`src/design/tec_regs.vh`:
```
/*
 * register pointers, field positions, reset values and timing counts
 * for the thermal event configuration and boundary register bank.
 * assumes inclusion by bare name from the design files.
 */
`ifndef TEC_REGS_VH
`define TEC_REGS_VH

// ----------------------------------------------------------------
// register pointers
// ----------------------------------------------------------------
`define TEC_PTR_CONFIG 8'h01
`define TEC_PTR_UPPER 8'h02
`define TEC_PTR_LOWER 8'h03
`define TEC_PTR_CRIT 8'h04
`define TEC_PTR_AMBIENT 8'h05

// ----------------------------------------------------------------
// configuration fields
// ----------------------------------------------------------------
`define TEC_CFG_MODE 0
`define TEC_CFG_POL 1
`define TEC_CFG_SEL 2
`define TEC_CFG_EN 3
`define TEC_CFG_STAT 4
`define TEC_CFG_ICLR 5
`define TEC_CFG_WLOCK 6
`define TEC_CFG_CLOCK 7
`define TEC_CFG_PDOWN 8
`define TEC_CFG_HYST_LO 9
`define TEC_CFG_HYST_HI 10

// ----------------------------------------------------------------
// reset values and masks
// ----------------------------------------------------------------
`define TEC_CONFIG_RESET 16'h0000
`define TEC_LIMIT_RESET 16'h0000
`define TEC_LIMIT_MASK 16'h1ffc
`define TEC_AMB_MASK 16'h1fff

// ----------------------------------------------------------------
// timing
// ----------------------------------------------------------------
`define TEC_CLK_NS 10
`define TEC_WR_HOLD_NS 20
`define TEC_WR_HOLD_CYC ((`TEC_WR_HOLD_NS + `TEC_CLK_NS - 1) / `TEC_CLK_NS)

`endif

```
`src/design/tec_bank.v`:
```
/*
 * configuration and boundary register bank with the event output logic.
 * assumes the serial bus engine outside presents a register pointer,
 * write data and a write strobe as level signals from its own clock
 * domain; the strobe is synchronised and its rising edge commits the
 * write. read data is combinational on the staged pointer, then registered.
 */
`timescale 1ns/1ns
`include "tec_regs.vh"

module tec_bank (
    // clock and reset
    input wire clk_sys,
    input wire rst,
    // register access from the serial bus engine
    input wire [7:0] reg_ptr,
    input wire [15:0] reg_wdata,
    input wire reg_wr,
    output reg [15:0] reg_rdata,
    // converter sample
    input wire [15:0] adc_sample,
    input wire adc_valid,
    // event pin
    output reg event_out,
    output reg event_oe,
    // state
    output reg power_down_select
);
    // ------------------------------------------------------------
    // synchronised inputs
    // ------------------------------------------------------------
    wire wr_sync;
    wire adc_valid_sync;
    reg wr_prev;
    reg adc_prev;
    wire wr_go;
    wire adc_go;

    tec_sync u_sync_wr (
        .clk_sys(clk_sys),
        .rst(rst),
        .din(reg_wr),
        .dout(wr_sync)
    );

    tec_sync u_sync_adc (
        .clk_sys(clk_sys),
        .rst(rst),
        .din(adc_valid),
        .dout(adc_valid_sync)
    );

    always @(posedge clk_sys) begin
        if (rst) begin
            wr_prev <= 1'b0;
            adc_prev <= 1'b0;
        end else begin
            wr_prev <= wr_sync;
            adc_prev <= adc_valid_sync;
        end
    end

    assign wr_go = wr_sync & ~wr_prev;
    assign adc_go = adc_valid_sync & ~adc_prev;

    // ------------------------------------------------------------
    // bus and sample levels, two stages each
    // ------------------------------------------------------------
    reg [7:0] ptr_meta;
    reg [7:0] ptr_s;
    reg [15:0] wdata_meta;
    reg [15:0] wdata_s;
    reg [15:0] sample_meta;
    reg [15:0] sample_s;

    // the engine holds these from its strobe edge on, so the staged
    // copies have settled by the time the synchronised edge fires
    always @(posedge clk_sys) begin
        if (rst) begin
            ptr_meta <= 8'h00;
            ptr_s <= 8'h00;
            wdata_meta <= 16'h0000;
            wdata_s <= 16'h0000;
            sample_meta <= 16'h0000;
            sample_s <= 16'h0000;
        end else begin
            ptr_meta <= reg_ptr;
            ptr_s <= ptr_meta;
            wdata_meta <= reg_wdata;
            wdata_s <= wdata_meta;
            sample_meta <= adc_sample;
            sample_s <= sample_meta;
        end
    end

    // ------------------------------------------------------------
    // registers
    // ------------------------------------------------------------
    reg [1:0] hyst;
    reg crit_lock;
    reg win_lock;
    reg ev_en;
    reg ev_sel;
    reg ev_pol;
    reg ev_mode;
    reg [15:0] upper_boundary_limit;
    reg [15:0] lower_boundary_limit;
    reg [15:0] critical_boundary_limit;
    reg [15:0] ambient_reading;
    reg int_flag;
    reg ev_active;
    wire any_lock;
    wire wr_cfg;
    wire iclr;

    assign any_lock = crit_lock | win_lock;
    assign wr_cfg = wr_go && (ptr_s == `TEC_PTR_CONFIG);
    assign iclr = wr_cfg && wdata_s[`TEC_CFG_ICLR];

    always @(posedge clk_sys) begin
        if (rst) begin
            hyst <= 2'h0;
            power_down_select <= 1'b0;
            crit_lock <= 1'b0;
            win_lock <= 1'b0;
            ev_en <= 1'b0;
            ev_sel <= 1'b0;
            ev_pol <= 1'b0;
            ev_mode <= 1'b0;
        end else if (wr_cfg) begin
            // fields stay writable in power-down: no shutdown gating; a lock blocks setting power-down but not clearing it
            if (!any_lock) begin
                hyst <= wdata_s[`TEC_CFG_HYST_HI:`TEC_CFG_HYST_LO];
                ev_en <= wdata_s[`TEC_CFG_EN];
                ev_pol <= wdata_s[`TEC_CFG_POL];
                ev_mode <= wdata_s[`TEC_CFG_MODE];
            end
            if (!win_lock)
                ev_sel <= wdata_s[`TEC_CFG_SEL];
            if (!any_lock || !wdata_s[`TEC_CFG_PDOWN])
                power_down_select <= wdata_s[`TEC_CFG_PDOWN];
            // locks are sticky until reset
            if (wdata_s[`TEC_CFG_CLOCK])
                crit_lock <= 1'b1;
            if (wdata_s[`TEC_CFG_WLOCK])
                win_lock <= 1'b1;
        end
    end

    always @(posedge clk_sys) begin
        if (rst) begin
            upper_boundary_limit <= `TEC_LIMIT_RESET;
            lower_boundary_limit <= `TEC_LIMIT_RESET;
            critical_boundary_limit <= `TEC_LIMIT_RESET;
        end else if (wr_go) begin
            // unused bits stored as zero
            if (ptr_s == `TEC_PTR_UPPER && !win_lock)
                upper_boundary_limit <= wdata_s & `TEC_LIMIT_MASK;
            if (ptr_s == `TEC_PTR_LOWER && !win_lock)
                lower_boundary_limit <= wdata_s & `TEC_LIMIT_MASK;
            if (ptr_s == `TEC_PTR_CRIT && !crit_lock)
                critical_boundary_limit <= wdata_s & `TEC_LIMIT_MASK;
        end
    end

    // conversion halts in power-down; last reading is kept
    always @(posedge clk_sys) begin
        if (rst)
            ambient_reading <= 16'h0000;
        else if (adc_go && !power_down_select)
            ambient_reading <= sample_s & `TEC_AMB_MASK;
    end

    // ------------------------------------------------------------
    // event condition
    // ------------------------------------------------------------
    wire above_crit;
    wire above_upper;
    wire below_lower;
    wire cond;

    tec_cmp u_cmp (
        .ambient_reading(ambient_reading),
        .upper_boundary_limit(upper_boundary_limit),
        .lower_boundary_limit(lower_boundary_limit),
        .critical_boundary_limit(critical_boundary_limit),
        .above_crit(above_crit),
        .above_upper(above_upper),
        .below_lower(below_lower)
    );

    assign cond = above_crit |
                  (~ev_sel & (above_upper | below_lower));

    // interrupt flag: clear beats set; a clear in power-down takes effect
    // at once because power-down does not gate the flag, which is simply dropped
    always @(posedge clk_sys) begin
        if (rst)
            int_flag <= 1'b0;
        else if (ev_mode && ev_en && cond && !int_flag && !iclr)
            int_flag <= 1'b1;
        else if (iclr)
            int_flag <= 1'b0;
        else if (!ev_mode)
            int_flag <= 1'b0;
    end

    // critical crossing always shows in interrupt mode too
    always @(posedge clk_sys) begin
        if (rst)
            ev_active <= 1'b0;
        else
            ev_active <= ev_en && !power_down_select &&
                (ev_mode ? (int_flag || above_crit) : cond);
    end

    // ------------------------------------------------------------
    // pin and read data
    // ------------------------------------------------------------
    always @(posedge clk_sys) begin
        if (rst) begin
            event_out <= 1'b1;
            event_oe <= 1'b0;
        end else begin
            // open-drain style when active low: drive only the active level; active high drives always
            // power-down gates here too so pin and status drop together
            event_out <= ev_pol ? (ev_active & ~power_down_select) :
                ~(ev_active & ~power_down_select);
            event_oe <= ev_pol ? 1'b1 : (ev_active & ~power_down_select);
        end
    end

    always @(posedge clk_sys) begin
        if (rst) begin
            reg_rdata <= 16'h0000;
        end else begin
            case (ptr_s)
                `TEC_PTR_CONFIG:
                    // status mirrors the asserted pin; clear reads 0
                    reg_rdata <= {5'h00, hyst, power_down_select,
                        crit_lock, win_lock, 1'b0,
                        ev_active & ~power_down_select,
                        ev_en, ev_sel, ev_pol, ev_mode};
                `TEC_PTR_UPPER: reg_rdata <= upper_boundary_limit;
                `TEC_PTR_LOWER: reg_rdata <= lower_boundary_limit;
                `TEC_PTR_CRIT: reg_rdata <= critical_boundary_limit;
                `TEC_PTR_AMBIENT:
                    reg_rdata <= {above_crit, above_upper, below_lower,
                        ambient_reading[12:0]};
                default: reg_rdata <= 16'h0000;
            endcase
        end
    end
endmodule

```
`src/design/tec_sync.v`:
```
/*
 * two flip-flop synchroniser for one level from outside the clock domain.
 * assumes clk_sys and a synchronous active high reset.
 */
`timescale 1ns/1ns
module tec_sync (
    // clock and reset
    input wire clk_sys,
    input wire rst,
    // level
    input wire din,
    output reg dout
);
    reg stage1;

    always @(posedge clk_sys) begin
        if (rst) begin
            stage1 <= 1'b0;
            dout <= 1'b0;
        end else begin
            stage1 <= din;
            dout <= stage1;
        end
    end
endmodule

```
`src/design/tec_cmp.v`:
```
/*
 * signed boundary comparisons of the ambient reading against the limits.
 * assumes 13-bit two's complement values in bits 12..0, same scale.
 */
`timescale 1ns/1ns
module tec_cmp (
    // values
    input wire [15:0] ambient_reading,
    input wire [15:0] upper_boundary_limit,
    input wire [15:0] lower_boundary_limit,
    input wire [15:0] critical_boundary_limit,
    // results
    output wire above_crit,
    output wire above_upper,
    output wire below_lower
);
    function signed [12:0] tval;
        input [15:0] v;
        begin
            tval = v[12:0];
        end
    endfunction

    assign above_crit = tval(ambient_reading) >=
                        tval(critical_boundary_limit);
    assign above_upper = tval(ambient_reading) > tval(upper_boundary_limit);
    assign below_lower = tval(ambient_reading) < tval(lower_boundary_limit);
endmodule

```
`config.mk`:
```
export PLATFORM = sky130hd
export DESIGN_NAME = tec_bank
export DESIGN_NICKNAME = d
export VERILOG_FILES = /design/src/design/tec_bank.v /design/src/design/tec_sync.v /design/src/design/tec_cmp.v
export VERILOG_INCLUDE_DIRS = /design/src /design/src/design
export SDC_FILE = /design/constraint.sdc
export NUM_CORES = 1
export LEC_CHECK = 0
export BUFFER_PORTS_ARGS = -buffer_cell sky130_fd_sc_hd__buf_4
export CAP_MARGIN = 5
export CORE_AREA = 5 5 145 175
export CTS_BUF_LIST = sky130_fd_sc_hd__clkbuf_8
export CTS_CLUSTER_DIAMETER = 40
export DETAILED_ROUTE_END_ITERATION = 8
export DIE_AREA = 0 0 150 180
export PLACE_DENSITY_LB_ADDON = 0.08
export SYNTH_ARGS = -nofsm -noshare
export SYNTH_HDL_FRONTEND = slang
export SYNTH_SLANG_ARGS = --single-unit
```
`constraint.sdc`:
```
create_clock -name clk_sys -period 3.5 [get_ports clk_sys]
set_clock_uncertainty 0.15 [all_clocks]
set_input_delay 0.7 -clock clk_sys [delete_from_list [all_inputs] [get_ports clk_sys]]
set_output_delay 0.7 -clock clk_sys [all_outputs]
set_load 0.01 [all_outputs]
```
# Word-level counts from Yosys, hierarchy flattened
# Index checks and enable logic that the tools add are counted.
# Widths: inputs -> output; s select.
dict set report word_totals {
  word_cells 88
  input_bits 44
  reg_bits 149
}
dict set report op_classes {
  eq_ne 6
  n_reduce_logical 29
  n_bitwise 14
  n_lt_le_gt_ge 3
  muxes 7
}
# cell n
set op_table {}
lappend op_table {{$pmux 16 s5} 1}
lappend op_table {{$eq 8x2->1 const B} 2}
lappend op_table {{$eq 8x3->1 const B} 2}
lappend op_table {{$reduce_and 2->1} 8}
lappend op_table {{$ge 13x13->1} 1}
lappend op_table {{$gt 13x13->1} 1}
lappend op_table {{$lt 13x13->1} 1}
lappend op_table {{$logic_and 1x1->1} 12}
lappend op_table {{$eq 8x1->1 const B} 1}
lappend op_table {{$logic_not 1->1} 7}
lappend op_table {{$not 1->1} 7}
lappend op_table {{$mux 1} 6}
lappend op_table {{$and 1x1->1} 4}
lappend op_table {{$ne 3x1->1 const B} 1}
lappend op_table {{$or 1x1->1} 3}
lappend op_table {{$logic_or 1x1->1} 2}

# Depth between registers and ports, before layout
# Gate-level depths: netlist of run 1.
dict set report logic_depth {
  depth_word 8
  depth_mapped 8
  depth_no_buf 8
}

# By module
# A second synthesis of run 1 with hierarchy kept.
dict set report unflattened {
  cells_unflattened 606
  hier_area_um2 5970.7
}
# mod seq_area_each_um2 cells_per_inst n_inst area_each_um2
set modules_own_cells {}
lappend modules_own_cells {tec_bank 2902.8 466 1 4911.0}
lappend modules_own_cells {tec_cmp 0.0 132 1 954.7}
lappend modules_own_cells {tec_sync 40.0 4 2 52.6}

# Least setup slack after synthesis of run 1
# Ideal clock, no wire load.
dict set report synth_timing {
  path_type {reg-to-reg}
  startpoint {register upper_boundary_limit[10]}
  endpoint {register int_flag}
  t_required_ps 3291
  stages_incl_launch_ff 9
  arrival_ps 2149
  path_slack_ps 1142
  setup_ps 59
  cell_sequence {dfxtp_1 > inv_1 > ha_1 > a211oi_1 > nor2_1 > a2111oi_0 > mux2_2 > a21oi_1 > o31a_1}
}
dict set report synth_via {
  elab_chain_len 8
  elab_cells_between_ends 9
  cone_classes {order compare: 1; eq/ne: 1; mux: 1; bitwise: 3; reduce/logical: 3}
}
# element line_no
set synth_rtl {}
lappend synth_rtl {{start: declaration} tec_bank.v:106} ;# reg [15:0] upper_boundary_limit;
lappend synth_rtl {{start signal: assignment} tec_bank.v:152} ;# upper_boundary_limit <= `TEC_LIMIT_RESET;
lappend synth_rtl {{start signal: assignment} tec_bank.v:158} ;# upper_boundary_limit <= wdata_s & `TEC_LIMIT_MASK;
lappend synth_rtl {{$gt 13x13->1 *} tec_cmp.v:26} ;# assign above_upper = tval(ambient_reading) > tval(upper_boundary_limit);
lappend synth_rtl {{$or 1x1->1 *} tec_bank.v:193} ;# (~ev_sel & (above_upper | below_lower));
lappend synth_rtl {{$and 1x1->1 *} tec_bank.v:193}
lappend synth_rtl {{$or 1x1->1 *} tec_bank.v:192} ;# assign cond = above_crit |
lappend synth_rtl {{$logic_and 1x1->1 * (3 in a row)} tec_bank.v:200} ;# else if (ev_mode && ev_en && cond && !int_flag && !iclr)
lappend synth_rtl {{$ne 3x1->1 (no source line) / $mux 1 (equally long branches)} --}
lappend synth_rtl {{end signal: assignment} tec_bank.v:199} ;# int_flag <= 1'b0;
lappend synth_rtl {{end signal: assignment} tec_bank.v:201} ;# int_flag <= 1'b1;
lappend synth_rtl {{end signal: assignment} tec_bank.v:203} ;# int_flag <= 1'b0;
lappend synth_rtl {{end: declaration} tec_bank.v:110} ;# reg int_flag;
# Mark *: on every way between the ends. The rest lies on a longest branch, timed or not.
# A chain may end at the register's enable or synchronous reset.

# Final worst setup path of run 1
dict set report layout_timing {
  startpoint {register ambient_reading[6]}
  endpoint {register reg_rdata[14]}
}
dict set report layout_via {
  elab_chain_len 2
}
# element line_no
set layout_rtl {}
lappend layout_rtl {{start: declaration} tec_bank.v:109} ;# reg [15:0] ambient_reading;
lappend layout_rtl {{start signal: assignment} tec_bank.v:171} ;# ambient_reading <= sample_s & `TEC_AMB_MASK;
lappend layout_rtl {{$gt 13x13->1} tec_cmp.v:26}
lappend layout_rtl {{$pmux 16 s5} tec_bank.v:237} ;# case (ptr_s)
lappend layout_rtl {{end signal: assignment} tec_bank.v:240} ;# reg_rdata <= {5'h00, hyst, power_down_select,
lappend layout_rtl {{end signal: assignment} tec_bank.v:244} ;# `TEC_PTR_UPPER: reg_rdata <= upper_boundary_limit;
lappend layout_rtl {{end signal: assignment} tec_bank.v:245} ;# `TEC_PTR_LOWER: reg_rdata <= lower_boundary_limit;
lappend layout_rtl {{end: declaration} tec_bank.v:19} ;# output reg [15:0] reg_rdata,
# No other way between the ends.

==> results of run 1 <==
==> synth_stat cells (2+ instances only) <==
library cell / number
a31oi_1: 2
nor3_4: 2
nor2_1: 47
nor3_1: 2
nand4_1: 5
inv_1: 36
nand3_1: 2
or3_1: 2
a211oi_1: 2
clkbuf_1: 26
mux2i_1: 28
and3_2: 2
dfxtp_1: 149
ha_1: 33
nand2_1: 86
nand3b_1: 3
buf_1: 4
o21ai_0: 13
or4_1: 2
nor2b_1: 77
nand2b_1: 4
nor4_1: 3
a22oi_1: 2
and3_1: 2
a21o_1: 4
a221oi_1: 11
a21oi_1: 49
==> layout make-up <==
type / instances / area (µm²)
clock buffer: 18 / 248
tap: 320 / 400
sequential: 149 / 2980
multi-input combinational: 402 / 2540
fill: 2554 / 16600
inverter: 36 / 135
clock inverter: 12 / 131
timing repair buffer: 72 / 541
==> cells by family after synthesis <==
logic type      count (synthesis)
fa+ha+maj                      33
simple gates                  245
flops                         149
buf+inv                        67
mux                            29
compound gates                 95
==> power by group through the flow <==
stage | Clock [mW] | Combinational, mW | Sequential [mW]
floorplan | 0 | 0.102 | 1.79
global route | 1.43 | 0.184 | 1.76
global placement | 0 | 0.165 | 1.80
detailed placement | 0 | 0.167 | 1.80
finish | 1.30 | 0.164 | 1.76
CTS | 1.37 | 0.168 | 1.76
==> metrics by stage <==
| stage | setup WS [ps] | hold slack, ps | util (%) |
|---|---|---|---|
| after floorplan | 1140 | 264 | - |
| after global placement | 718 | 273 | 28.0 |
| after global routing | 497 | 267 | 29.6 |
| after detailed placement | 673 | 275 | 28.0 |
| after CTS | 648 | 266 | 29.6 |
| final | 731 | 284 | 29.6 |
==> layer usage <==
layer | global-route usage [%] | vias to the layer above | wire (µm)
met5 | 0 | - | 0
met4 | 4.28 | 0 | 266
met3 | 2.95 | 15 | 747
met2 | 20.3 | 97 | 8040
met1 | 14.6 | 2050 | 6650
li1 | - | 2183 | -
==> worst min-delay path, stage by stage, from the launching register on <==
cell,delay [ps]
dfxtp_1,300
nand2_1,50
a21oi_1,50
==> how the worst max path moves through the flow <==
stage                             start            end  slack, ps  depth (start not counted)
2_1_floorplan  upper_boundary_limit[10]       int_flag       1140                          8
3_3_place_gp         ambient_reading[6]  reg_rdata[14]        720                          6
3_5_place_dp         ambient_reading[6]  reg_rdata[14]        670                          6
4_1_cts              ambient_reading[6]  reg_rdata[14]        650                          6
5_1_grt              ambient_reading[6]  reg_rdata[14]        500                          6
6_report             ambient_reading[6]  reg_rdata[14]        730                          6
==> sequential cells by signal (all words and copies together), names as in the netlist, 2 cells and up <==
name and count:
ambient_reading 13, critical_boundary_limit 11, hyst 2, lower_boundary_limit 11, ptr_meta 8, ptr_s 8
reg_rdata 16, sample_meta 13, sample_s 13, upper_boundary_limit 11, wdata_meta 13, wdata_s 13
==> metrics.cfg, run 1 <==
[drt]
vias = 4345
drt_iter0_drc = 311
route.detailed.drc = 0
drt-total-wl_um = 15700
vias_per_cell = 4.31
drt.antenna.violating_nets = 0
dr.pass1.iters = 4
wl_per_cell_um = 15.6

[final_layout]
drive_above_1_share_pct = 16.0
mostFrequentLayoutCells = dfxtp_1 (149), nand2_1 (86), nor2b_1 (77)
final_cell_area_um2 = 6980
n_antenna_cell = 0
final_cells = 1009
nets = 755
mostFrequentLayoutCell = dfxtp_1
area_growth_pct = 20.9

[yosys]
synth_area_um2 = 5780
avgSynthCellArea_um2 = 9.35
synth_fp_nets = 695
ys_seq_area_share_pct = 51.6
async_flop_share_pct = 0
synth_top_family_by_area = simple AND/OR/NAND/NOR gates
synth_top_area_cell = dfxtp_1
yosys_warnings = 0
ys_seq_elements = 149
synth_compound_area_share_pct = 10.1
synthAdderAreaFrac_pct = 7.15
yosys.area_share.simple_pct = 21.6
synth_cell_type_count = 47
synthXorXnorAreaFrac_pct = 0
synth_top_area_share_pct = 51.6
synthTopCellsByArea = dfxtp_1 (52%), nor2b_1 (8.3%), ha_1 (7.1%), nand2_1 (5.6%), mux2i_1 (4.9%)
postSynthCellCount = 618
muxShareOfSynthArea_pct = 5.05
ys.flop_type = dfxtp_1
synth_edf_count = 0

[critical_path]
cpPeakStageDelay_ps = 710
path_buf_inv = 0
start_kind = register
critPathCaptureType = register
critical_path_class = reg -> reg
r2r_slack_ps = 730
crit_fanout = 5
rr_endpoint = reg_rdata[14]
slowest_stage = a2111oi_0
worstPathRequired_ps = 3670
crit_chain = ha_1, a21oi_1, o21ai_0, a2111oi_0, mux2_2, nor3_1
critPathTopFamily = compound AO/OA/AOI/OAI gates
reg2reg_depth = 6
r2r-start = ambient_reading[6]
crit_arrival_ps = 2940

[worst_hold_path]
min_path_type = reg -> reg
hold_path_end = ambient_reading[4]
hold_start = sample_s[4]
min_path_cells = 2

[clock_tree]
post_cts_resize_count = 0
cts_buffer_depth = 2
cts_hold_buf = 0
cts_max_level = 4
cts_made_buffers = 17
root_buffer = clkbuf_8
clk_latency_ps = 450
clock-sinks = 149
cts_tree = built
clk_pin_slew_worst_paths_ps = 80
cts_setup_buffers = 0

[die]
coreArea_um2 = 23600
boundaryPins = 63
start_util_pct = 24.5
die_w_um = 150
dieArea_um2 = 27000
row_count = 62
die_h_um = 180

[sta]
finalSetupTns_ps = 0
maxSlewHeadroom_pct = 49.6
slew_viol_final = 0
rsz0062_at_grt = no
finalHoldViolCount = 0
setup_viol = 0
post-route-period-util_pct = 79.1
worst_pin_slew_ps = 737
max_freq_mhz = 361
period_needed_ps = 2770

[grt]
antenna_found_initial = 0
grt_max_degree = 53
grt_pass1_vias = 4355
grt_overflow = 0
grt_pass1_wl_um = 24400
grt_use_total_pct = 12.0

[placed_design]
hpwl_um = 11300
place_congestion = 0.822
dpl_cell_area_um2 = 6600
io_buffers = 56
dpl.cell_count = 979

[run]
maxCapViolCount = 0

[pwr]
seq_power_share_pct = 54.5
p_per_area_nw_per_um2 = 462
p_clk_share_pct = 40.4
p_leak_nw = 2.69
intPower_mw = 2.46
p_total_mw = 3.22
swShare_pct = 23.7
vdd_drop_max_mv = 0.208
p_switching_mw = 0.764
combPwrFrac_pct = 5.1

[status]
outcome = finished clean

Power figures use the tool's default switching activity.
==> inputs of run 2 (changes only) <==
==> constraint.sdc (replaced) <==
create_clock -name clk_sys -period 2.58 [get_ports clk_sys]
set_clock_uncertainty 0.15 [all_clocks]
set_input_delay 0.516 -clock clk_sys [delete_from_list [all_inputs] [get_ports clk_sys]]
set_output_delay 0.516 -clock clk_sys [all_outputs]
set_load 0.01 [all_outputs]
==> metrics.cfg, run 2 (synthesis gave the netlist of run 1 again) <==
[status]
outcome = finished clean

[pwr]
p_total_mw = 4.39
p_leak_nw = 2.75
p_per_area_nw_per_um2 = 617
vdd_drop_max_mv = 0.281

[run]
maxCapViolCount = 0

[final_layout]
final_util_pct = 30.2
regMostFlops = reg_rdata
n_antenna_cell = 0
final_cells = 1023
nets = 767
area_growth_pct = 23.2
mostFrequentLayoutCell = dfxtp_1
largest_register_ffs = 16
drive_above_1_share_pct = 18.1
mostFrequentLayoutCells = dfxtp_1 (149), nand2_1 (86), buf_4 (82)

[sta]
slew_viol_final = 0
maxSlewHeadroom_pct = 62.8
post-route-period-util_pct = 94.2
finalSetupTns_ps = 0
rsz0062_at_grt = no
max_freq_mhz = 412
setup_viol = 0
hold_ws_ps = 113
worst_pin_slew_ps = 557
period_needed_ps = 2430
finalHoldViolCount = 0

[drt]
wl_per_cell_um = 15.4
drt-total-wl_um = 15700
vias_per_cell = 4.26
dr.pass1.iters = 4
route.detailed.drc = 0
drt_iter0_drc = 195
drt.antenna.violating_nets = 0
vias = 4363

[clock_tree]
cts_tree = built
clock-sinks = 149
cts_made_buffers = 17
clk_pin_slew_worst_paths_ps = 90
cts_buffer_depth = 2
cts_max_level = 4
cts_setup_buffers = 0
root_buffer = clkbuf_8
clk_latency_ps = 450

[critical_path]
critPathCaptureType = register
reg2reg_depth = 8
rr_endpoint = int_flag
r2r-start = upper_boundary_limit[12]
crit_fanout = 7
worstPathRequired_ps = 2830
r2r_slack_ps = 150
crit_arrival_ps = 2680
critical_path_class = reg -> reg
start_kind = register

[die]
die_h_um = 180
coreArea_um2 = 23600
die_w_um = 150
row_count = 62
boundaryPins = 63
dieArea_um2 = 27000
start_util_pct = 24.5

[grt]
grt_max_degree = 65
use_met1_pct = 14.1
antenna_found_initial = 0
gr-usage-met3_pct = 3.27
grt_use_total_pct = 12.2
grtUsageMet2_pct = 21.6
grt_overflow = 0
grt_pass1_vias = 4697
grt_pass1_wl_um = 25100
busiest_layer = met2

[worst_hold_path]
hold_path_end = ptr_meta[7]
hold_start = reg_ptr[7]
min_path_cells = 2
min_path_type = in -> reg

[placed_design]
place_congestion = 0.817
io_buffers = 56
hpwl_um = 11600
dpl.cell_count = 991

run 2: cell count changes in the layout (fill, tap and decap cells not counted), sizes merged:
cell | previous run | this run
bufinv | 2 | 1
clkbuf | 18 | 19
buf | 72 | 84
clkinv | 3 | 2
inv | 41 | 42
clkinvlp | 2 | 4
run 2: worst max path at each step:
| stage | startpoint | endpoint | slack (ps) | depth (start not counted) |
|---|---|---|---|---|
| floorplan | upper_boundary_limit[10] | int_flag | 220 | 8 |
| global placement | ptr_s[6] | upper_boundary_limit[8] | 90 | 8 |
| detailed placement | ambient_reading[9] | reg_rdata[14] | 80 | 8 |
| CTS | ambient_reading[9] | reg_rdata[14] | 50 | 8 |
| global route | upper_boundary_limit[12] | int_flag | 5 | 9 |
| finish | upper_boundary_limit[12] | int_flag | 150 | 8 |
run 2: cell type report:
type / count / area [µm²]
fillers: 2561 / 16500
flip-flops and latches: 149 / 2980
multi-input cells: 402 / 2560
repair buffers: 84 / 656
well taps: 320 / 400
clock buffers: 19 / 262
inverters: 36 / 135
clock inverters: 13 / 124
run 2: worst max-delay path, cell delays in order (launching register included):
cell and delay, ps:
dfxtp_1 360, inv_1 70, ha_1 360, and4_1 230, a2111oi_1 380, buf_4 190
mux2_2 350, a21oi_1 170, o31a_1 130
run 2: metal layers:
layer | vias to the layer above | wire length [µm] | share of wire (%)
li1 | 2202 | - | -
met1 | 2066 | 6550 | 42
met5 | - | 0 | 0
met3 | 16 | 656 | 4.2
met4 | 0 | 219 | 1.4
met2 | 79 | 8300 | 53
run 2: what timing repair did:
item / CTS / global route
hold buffers: 0 / 0
endpoints found under the setup margin: 0 / 13
gates resized for setup: 0 / 3
run 2: stage by stage:
step	area (µm²)	worst slack, ps
after floorplan	5780	222
after global placement	6720	93.0
after detailed placement	6720	80.4
after CTS	7100	53.2
after global routing	7120	5.05
final	7120	151
run 2: report_power, final:
part           switching [mW]  internal, mW  total [mW]
logic                   0.117         0.117       0.233
registers              0.0287          2.35        2.38
clock network           0.949         0.827        1.78
total                    1.09          3.30        4.39
